$ cat config.mk
export PLATFORM = sky130hd
export DESIGN_NAME = pio_top
export DESIGN_NICKNAME = d
export VERILOG_FILES = /design/src/logic/pio_top.v
export VERILOG_INCLUDE_DIRS = /design/src /design/src/logic
export SDC_FILE = /design/constraint.sdc
export NUM_CORES = 1
export LEC_CHECK = 0
export BUFFER_PORTS_ARGS = -buffer_cell sky130_fd_sc_hd__buf_2
export CORE_MARGIN = 2
export CORE_UTILIZATION = 65
export CTS_CLUSTER_DIAMETER = 150
export DETAILED_ROUTE_END_ITERATION = 10
export GPL_TIMING_DRIVEN = 0
export MAX_ROUTING_LAYER = met4
export PLACE_DENSITY = 0.85
export SLEW_MARGIN = 25
export SYNTH_ARGS = -nofsm -noshare
export SYNTH_HDL_FRONTEND = slang
export SYNTH_SLANG_ARGS = --single-unit
$ cat constraint.sdc
create_clock -name clk_sys_in -period 19.6 [get_ports clk_sys_in]
set_input_delay 0.98 -clock clk_sys_in [delete_from_list [all_inputs] [get_ports clk_sys_in]]
set_output_delay 0.98 -clock clk_sys_in [all_outputs]
set_load 0.02 [all_outputs]
$ cat src/logic/pio_defs.vh
// constants for the positioning i/o signal logic
`ifndef PIO_DEFS_VH
`define PIO_DEFS_VH
// register offsets
`define PIO_REG_CTRL 4'h0
`define PIO_REG_TABLE0 4'h1
`define PIO_REG_TABLE1 4'h2
`define PIO_REG_TABLE2 4'h3
`define PIO_REG_TABLE3 4'h4
`define PIO_REG_ROUGH 4'h5
`define PIO_REG_INPOS 4'h6
`define PIO_REG_ERR 4'h7
`define PIO_REG_MONSEL 4'h8
`define PIO_REG_SERSEL 4'h9
`define PIO_REG_MAP 4'hA
`define PIO_REG_STATUS 4'hB
`define PIO_REG_POS 4'hC
`define PIO_REG_REMAIN 4'hD
`define PIO_REG_SCALED 4'hE
// control register fields
`define PIO_CTRL_SERVO_ON 0
`define PIO_CTRL_AMP_READY 1
`define PIO_CTRL_PROTECT 2
`define PIO_CTRL_EXT_LIMIT 3
// reset values
`define PIO_RST_ROUGH 16'h0010
`define PIO_RST_INPOS 16'h0004
// timing
`define PIO_CLK_HZ 20000000
`define PIO_READY_DELAY_MS 1000
`define PIO_READY_CYCLES ((`PIO_CLK_HZ / 1000) * `PIO_READY_DELAY_MS)
`define PIO_DEBOUNCE_CYCLES 16
`endif

$ cat src/logic/pio_top.v
// positioning i/o interpretation: start, mode, point select, status and analog scaling
// What this block does
// - auto mode: reverse start runs one move
// - jog: reverse rotation while start held
// - reverse motion decrements position address
// - mode input high selects automatic mode
// - two select inputs choose point entry
// - rough match when remaining within range
// - rough match off while base off
// - rough match asserted on servo-on entry
// - in-position while droop within range
// - in-position asserted on servo-on entry
// - trouble off on power/protective shutoff
// - trouble on within delay after power-on
// - ready only when servo on, amp ready
// - override: min 0, mid 100, full 199 percent
// - torque limit 10 bit, only when enabled
// - two monitors show selected quantity, 8 bit
// - only one serial interface enabled
// - software maps extra functions onto pins
//
// Decided for this implementation: the plain strobed port and the address map.
`timescale 1ns/1ns
`default_nettype none
`include "pio_defs.vh"
module pio_top #(
  parameter READY_CYCLES = `PIO_READY_CYCLES,
  parameter DB_CYCLES = `PIO_DEBOUNCE_CYCLES,
  parameter POS_W = 16
) (
  // clock and reset
  input wire clk_sys_in,
  input wire rst_in,
  // register port
  input wire [3:0] reg_addr_in,
  input wire [15:0] reg_wdata_in,
  input wire reg_wr_in,
  input wire reg_rd_in,
  output reg [15:0] reg_rdata_out,
  // discrete inputs
  input wire reverse_start_in,
  input wire auto_manual_select_in,
  input wire point_select_bit0_in,
  input wire point_select_bit1_in,
  input wire [3:0] aux_pins_in,
  // analog samples
  input wire [9:0] speed_override_in,
  input wire [9:0] analog_torque_limit_in,
  // discrete outputs
  output reg rough_match_out,
  output reg in_position_out,
  output reg trouble_out,
  output reg ready_out,
  output reg [1:0] aux_pins_out,
  // motion, analog and serial enable outputs
  output reg jog_reverse_out,
  output reg move_step_out,
  output reg [7:0] speed_percent_out,
  output reg [9:0] torque_limit_out,
  output reg [7:0] analog_monitor_a_out,
  output reg [7:0] analog_monitor_b_out,
  output reg serial_diff_en_out,
  output reg serial_single_en_out
);
  // ----------------------------------------
  // move sequencer states
  // ----------------------------------------
  localparam ST_IDLE = 2'b01;
  localparam ST_MOVE = 2'b10;
  // ----------------------------------------
  // input conditioning
  // ----------------------------------------
  reg [3:0] s1_q;
  reg [3:0] s2_q;
  reg [3:0] clean_q;
  reg [7:0] db_cnt_q;
  reg start_prev_q;
  always @(posedge clk_sys_in or posedge rst_in)
  begin
    if (rst_in)
    begin
      s1_q <= 4'h0;
      s2_q <= 4'h0;
      clean_q <= 4'h0;
      db_cnt_q <= 8'h00;
      start_prev_q <= 1'b0;
    end
    else
    begin
      s1_q <= {point_select_bit1_in, point_select_bit0_in, auto_manual_select_in,
        reverse_start_in};
      s2_q <= s1_q;
      start_prev_q <= clean_q[0];
      // a change must stay put for DB_CYCLES edges before it counts
      if (s2_q == clean_q)
        db_cnt_q <= 8'h00;
      else if (db_cnt_q == DB_CYCLES[7:0] - 8'h01)
      begin
        clean_q <= s2_q;
        db_cnt_q <= 8'h00;
      end
      else
        db_cnt_q <= db_cnt_q + 8'h01;
    end
  end
  wire start_lvl = clean_q[0];
  wire start_edge = clean_q[0] & ~start_prev_q;
  wire auto_mode = clean_q[1];
  wire [1:0] point_idx = clean_q[3:2];
  // ----------------------------------------
  // registers
  // ----------------------------------------
  reg [3:0] ctrl_q;
  reg [POS_W-1:0] table_q [0:3];
  reg [POS_W-1:0] rough_q;
  reg [POS_W-1:0] inpos_q;
  reg [POS_W-1:0] err_q;
  reg [1:0] monsel_q;
  reg sersel_q;
  reg [3:0] map_q;
  integer i;
  always @(posedge clk_sys_in or posedge rst_in)
  begin
    if (rst_in)
    begin
      ctrl_q <= 4'h0;
      for (i = 0; i < 4; i = i + 1)
        table_q[i] <= {POS_W{1'b0}};
      rough_q <= `PIO_RST_ROUGH;
      inpos_q <= `PIO_RST_INPOS;
      err_q <= {POS_W{1'b0}};
      monsel_q <= 2'h0;
      sersel_q <= 1'b0;
      map_q <= 4'h0;
    end
    else if (reg_wr_in)
    begin
      case (reg_addr_in)
        `PIO_REG_CTRL: ctrl_q <= reg_wdata_in[3:0];
        `PIO_REG_TABLE0: table_q[0] <= reg_wdata_in;
        `PIO_REG_TABLE1: table_q[1] <= reg_wdata_in;
        `PIO_REG_TABLE2: table_q[2] <= reg_wdata_in;
        `PIO_REG_TABLE3: table_q[3] <= reg_wdata_in;
        `PIO_REG_ROUGH: rough_q <= reg_wdata_in;
        `PIO_REG_INPOS: inpos_q <= reg_wdata_in;
        `PIO_REG_ERR: err_q <= reg_wdata_in;
        `PIO_REG_MONSEL: monsel_q <= reg_wdata_in[1:0];
        `PIO_REG_SERSEL: sersel_q <= reg_wdata_in[0];
        `PIO_REG_MAP: map_q <= reg_wdata_in[3:0];
        default: ;
      endcase
    end
  end
  wire servo_on = ctrl_q[`PIO_CTRL_SERVO_ON];
  wire amp_ready = ctrl_q[`PIO_CTRL_AMP_READY];
  wire protect = ctrl_q[`PIO_CTRL_PROTECT];
  wire ext_limit = ctrl_q[`PIO_CTRL_EXT_LIMIT];
  wire base_on = servo_on & ~protect;
  // ----------------------------------------
  // motion: one move per edge, or jog
  // ----------------------------------------
  reg [1:0] state_q;
  reg [POS_W-1:0] remain_q;
  reg [POS_W-1:0] pos_q;
  reg servo_prev_q;
  // jog only from idle so it never overlaps an auto move
  wire jog = ~auto_mode & start_lvl & base_on & (state_q == ST_IDLE);
  always @(posedge clk_sys_in or posedge rst_in)
  begin
    if (rst_in)
    begin
      state_q <= ST_IDLE;
      remain_q <= {POS_W{1'b0}};
      pos_q <= {POS_W{1'b0}};
      servo_prev_q <= 1'b0;
    end
    else
    begin
      servo_prev_q <= base_on;
      case (state_q)
        ST_IDLE:
        begin
          if (auto_mode & start_edge & base_on)
          begin
            remain_q <= table_q[point_idx];
            state_q <= ST_MOVE;
          end
          else if (jog)
            pos_q <= pos_q - {{(POS_W-1){1'b0}}, 1'b1};
        end
        ST_MOVE:
        begin
          if (!base_on || remain_q == {POS_W{1'b0}})
            state_q <= ST_IDLE;
          else
          begin
            remain_q <= remain_q - {{(POS_W-1){1'b0}}, 1'b1};
            pos_q <= pos_q - {{(POS_W-1){1'b0}}, 1'b1};
          end
        end
        default: state_q <= ST_IDLE;
      endcase
    end
  end
  // ----------------------------------------
  // power-on delay for trouble output
  // ----------------------------------------
  // counts once after reset; trouble waits for it
  reg [31:0] pwr_cnt_q;
  reg pwr_done_q;
  always @(posedge clk_sys_in or posedge rst_in)
  begin
    if (rst_in)
    begin
      pwr_cnt_q <= 32'h0;
      pwr_done_q <= 1'b0;
    end
    else if (!pwr_done_q)
    begin
      if (pwr_cnt_q >= READY_CYCLES - 1)
        pwr_done_q <= 1'b1;
      else
        pwr_cnt_q <= pwr_cnt_q + 32'h1;
    end
  end
  // ----------------------------------------
  // outputs
  // ----------------------------------------
  // ----------------------------------------
  // status helpers
  // ----------------------------------------
  // servo entry pulse forces the match outputs for one cycle
  wire servo_rise = base_on & ~servo_prev_q;
  // 0..1023 scaled by 200/1024: 0, 100 and 199 percent
  wire [17:0] speed_prod = {8'h00, speed_override_in} * 18'h0C8;
  // ----------------------------------------
  // monitor source selection
  // ----------------------------------------
  reg [7:0] monitor_a;
  reg [7:0] monitor_b;
  always @*
  begin
    monitor_a = pos_q[7:0];
    monitor_b = remain_q[7:0];
    case (monsel_q)
      2'h0:
      begin
        monitor_a = pos_q[7:0];
        monitor_b = remain_q[7:0];
      end
      2'h1:
      begin
        monitor_a = remain_q[7:0];
        monitor_b = err_q[7:0];
      end
      2'h2:
      begin
        monitor_a = err_q[7:0];
        monitor_b = pos_q[7:0];
      end
      default:
      begin
        monitor_a = speed_override_in[9:2];
        monitor_b = analog_torque_limit_in[9:2];
      end
    endcase
  end
  always @(posedge clk_sys_in or posedge rst_in)
  begin
    if (rst_in)
    begin
      rough_match_out <= 1'b0;
      in_position_out <= 1'b0;
      trouble_out <= 1'b0;
      ready_out <= 1'b0;
      aux_pins_out <= 2'h0;
      jog_reverse_out <= 1'b0;
      move_step_out <= 1'b0;
      speed_percent_out <= 8'h00;
      torque_limit_out <= 10'h3FF;
      analog_monitor_a_out <= 8'h00;
      analog_monitor_b_out <= 8'h00;
      serial_diff_en_out <= 1'b0;
      serial_single_en_out <= 1'b0;
    end
    else
    begin
      // both match outputs are held low while the base circuit is off
      rough_match_out <= base_on & (servo_rise | (remain_q <= rough_q));
      in_position_out <= base_on & (servo_rise | (err_q <= inpos_q));
      // protective shutoff drops trouble at once
      trouble_out <= pwr_done_q & ~protect;
      ready_out <= servo_on & amp_ready & ~protect;
      // aux outputs mirror last cycle's registered status, except bit 0 shows the debounced mode input when map bit 2 is set
      aux_pins_out <= {map_q[3] ? in_position_out : ready_out,
        map_q[2] ? auto_mode : rough_match_out};
      jog_reverse_out <= jog;
      move_step_out <= (state_q == ST_MOVE) & base_on & (remain_q != {POS_W{1'b0}});
      speed_percent_out <= speed_prod[17:10];
      // torque limit falls back to full scale when external limit is off
      torque_limit_out <= ext_limit ? analog_torque_limit_in : 10'h3FF;
      analog_monitor_a_out <= monitor_a;
      analog_monitor_b_out <= monitor_b;
      serial_diff_en_out <= ~sersel_q;
      serial_single_en_out <= sersel_q;
    end
  end
  // ----------------------------------------
  // read port
  // ----------------------------------------
  // read data stands in the cycle after each cycle that the read strobe is high, zero otherwise
  reg [15:0] rdata;
  always @*
  begin
    rdata = 16'h0000;
    case (reg_addr_in)
      `PIO_REG_CTRL: rdata = {12'h000, ctrl_q};
      `PIO_REG_TABLE0: rdata = table_q[0];
      `PIO_REG_TABLE1: rdata = table_q[1];
      `PIO_REG_TABLE2: rdata = table_q[2];
      `PIO_REG_TABLE3: rdata = table_q[3];
      `PIO_REG_ROUGH: rdata = rough_q;
      `PIO_REG_INPOS: rdata = inpos_q;
      `PIO_REG_ERR: rdata = err_q;
      `PIO_REG_MONSEL: rdata = {14'h0, monsel_q};
      `PIO_REG_SERSEL: rdata = {15'h0, sersel_q};
      `PIO_REG_MAP: rdata = {12'h000, map_q};
      `PIO_REG_STATUS:
        rdata = {4'h0, aux_pins_in, state_q, clean_q, ready_out, trouble_out};
      `PIO_REG_POS: rdata = pos_q;
      `PIO_REG_REMAIN: rdata = remain_q;
      `PIO_REG_SCALED: rdata = {8'h00, speed_percent_out};
      default: rdata = 16'h0000;
    endcase
  end
  always @(posedge clk_sys_in or posedge rst_in)
  begin
    if (rst_in)
      reg_rdata_out <= 16'h0000;
    else if (reg_rd_in)
      reg_rdata_out <= rdata;
    else
      reg_rdata_out <= 16'h0000;
  end
endmodule
`default_nettype wire

==> summary.md <==
| Metric | Value |
|---|---|
| Status | complete, no violations |
| Primary FF master, synth | dfrtp_1 |
| Crit path largest cell delay | 500 ps |
| Pwr Density | 129.4 nW/um2 |
| Worst Setup Start Kind | primary input |
| Final Skew | slightly below 20 ps |
| Cell taking the most area after synthesis | dfrtp_1 |
| Mapped Avg Cell Area | 11.96 um2 |
| Syn Nets | 1302 |
| Pins Over Slew Limit | 0 |
| Critical-path cell list | buf_2, ha_1, ha_1, inv_1, fa_1, inv_1, ha_1, or2_2, o22a_1, a21boi_0, a21oi_1, xor2_1 |
| Final Worst Setup Slack | 16160 ps |
| Flops & latches, synth | 272 |
| Final worst path period share | 0.1756 |
| Number of global-route vias before repair | ~11000 |
| CTS Buf Count | 29 |
| Clk sinks | 272 |
| Pre-CTS WS | 15710 ps |
| DRT Pass-1 Iters | 6 |
| WP data arrival | between 3000 and 4000 ps |
| Die Ht | 151.3 um |
| VDD IR max | 0.0001024 V |
| Post-DR wirelength/cell | 27.16 um |
| Largest family of logic cells by synthesized area | multiplexers |
| Mux cell area share after synthesis | 0.1700 |
| WL final | 43940 um |
| Fmax | 0.2906 GHz |
| Mapped Cells | 1178 |
| Final ANT Viol Nets | 0 |
| Slowest cell on crit path | fa_1 |
| Cell with the most instances on the worst path | ha_1 |
| Post-Synth Adder-Cell Area | 0.06605 |
| Via density per instance | 6.876 |
| Initial DRC count | 1363 |
| Final Util | 0.7575 |
| Post-synthesis async set-or-reset flop share | 1.000 |
| Initial antenna violation count | 1 |
| Yosys top cell area share | 0.4598 |
| Num rows | 53 |
| Reg clk slew, reported paths | 60 ps |
| CP max FO | 4 |
| Hold Vio Cnt, Final | 0 |
| XOR/XNOR Fraction of Synth Area | 0.03480 |
| Post-cts resize count | 0 |
| Placed cells | 1564 |
| I/O Pins | 112 |
| Slew of the pin with the lowest slew margin | roughly 1000 ps |
| Lkg Pwr | 0.007283 uW |
| Headroom to the max-slew limit | 0.3100 |
| Setup crit end kind | flip-flop |
| H-tree depth | 1 |
| Bufs and invs on worst path | 3 |
| Area delta synth->final | 13.69% |
| CP Class | in -> reg |
| Via count | between 10000 and 15000 |
| Die Wd | roughly 150 um |
| Max-cap check violation count | 0 |
| Post-synth EDFFs | 0 |
| Largest net degree at the start of global routing | 106 |
| Worst Path Required | 20070 ps |
| Netlist Area Pre-Place | 14090 um2 |
| Core area | 21150 um2 |
| Hold Path Class | reg -> reg |
| Gpl congestion | roughly 1.1 |
| Total number of yosys warnings | 0 |
| Compound-cell area share of the yosys netlist | 0.1044 |
| Starting density of the core | 0.6663 |
| Sequential area share after synthesis | 0.4841 |
| Clk_lat worst skew | 580 ps |
| Yosys cell types | between 70 and 80 |
| RSZ-0062 raised after global routing | no |
| First-pass GRT wire length | 67030 um |
| Port bufs | between 100 and 150 |
| Post-Synth Simple-Gate Area | 0.1093 |
| Synth area leaders | dfrtp_1, mux2_2, ha_1, mux4_2, xnor2_1 |
| Layout cells sized above 1 | 0.2787 |
| Clk root buf | clkbuf_16 |
| Final setup violation count | 0 |
| CTS tree | built |
| Clock buffer depth | 3 |
| Top delay family on crit path | adder cells |
| Final hold slack | roughly 350 ps |
| Final HPWL DP | 31610 um |
| Aggregate global-route resource usage | 0.4098 |
| Grt ovf | 0 |
| Die Area | 22880 um2 |
| # nets final | between 1000 and 1500 |
| Setup TNS | 0 ps |
| Post-CTS Hold Buffers | 0 |
| Setup Fix Bufs, Post-CTS | 0 |
| DRC | 0 |
| Tmin final | 3441 ps |
| Cell Count, Final, Fillers Out | 1618 |
## worst register-to-register path: cells and delay by family (launching register included)
family          cells  cell delay (ps)
mux                 1              480
compound gates      2              310
buf+inv             2             1400
flops               1              320
## layout by cell type, fill, tap and decap left out, types with 25 or more instances in the layout
cell         n
xnor2_1     42
nor2_1      49
buf_2      121
clkbuf_1    44
dfrtp_1    259
mux4_2      32
mux2_2     139
nand2_1     51
clkbuf_16   29
inv_1       53
a21oi_1     41
nand3_1     25
ha_1        68
## layout make-up
cell class                 count  area [um2]
multi-input combinational    792        6834
sequential                   272        6823
fill                        1379        5130
clock buffer                  35       758.2
timing repair buffer         111       600.6
tap                          275       344.1
buffer                        59       236.5
inverter                      55       214.0
clock inverter                18       211.5
antenna                        1       2.502
## report_power, final
part | total [uW] | switching [uW] | internal (uW)
sequential | 850 | 160 | 690
combinational | 665 | 374 | 291
clock | 559 | 240 | 319
## kinds of logic after synthesis
logic type / Yosys count
AOI/OAI and AO/OA: 205
and+or+nand+nor: 277
muxes: 182
DFF: 272
adders and majority gates: 72
buffers and inverters: 114
xor gates and xnor gates: 56
## path summary, 6_finish.rpt
kind	start	to	slack (ps)	cells after the start
setup / recovery	speed_override_in[3]	speed_percent_out[5]	16160	12
hold / removal	s1_q[2]	s2_q[2]	350	0
setup reg to reg	clean_q[3]	remain_q[15]	16960	5
hold reg to reg	s1_q[2]	s2_q[2]	350	0
max in group asynchronous	rst_in	state_q[0]	18260	3
min in group asynchronous	rst_in	reg_rdata_out[5]	450	2
## per-stage QoR
stage | power (uW) | cell area, um2
after floorplan | 1246 | 14090
after detailed placement | 1487 | 15050
after CTS | 2055 | 16020
final | 2074 | 16020
after global routing | 2162 | 16020
after global placement | 1454 | 14980
## metal layers
layer | global-route usage | up-vias | routed length, um
met5 | - | - | 0
met4 | 0.1584 | 0 | 1890
met3 | 0.1012 | 165 | 4934
met2 | 0.6299 | 705 | 20370
met1 | 0.5302 | 5569 | 16740
li1 | - | 4687 | -
## flip-flops by register name (all words and copies together) (netlist names), 8 cells and up
register	cells
pos_q	16
rough_q	16
remain_q	16
inpos_q	16
torque_limit_out	10
pwr_cnt_q	32
table_q	64
analog_monitor_b_out	8
db_cnt_q	8
err_q	16
reg_rdata_out	16
analog_monitor_a_out	8
speed_percent_out	8
## cell usage after synthesis, drive strengths merged (25+ instances only)
master	number
inv	55
mux2	139
ha	68
mux4	32
nor2	51
nand3	25
dfrtp	259
nor3	27
xnor2	42
nand2	51
a21oi	41
clkbuf	39
Note: power is estimated with default switching activity, not from simulation.
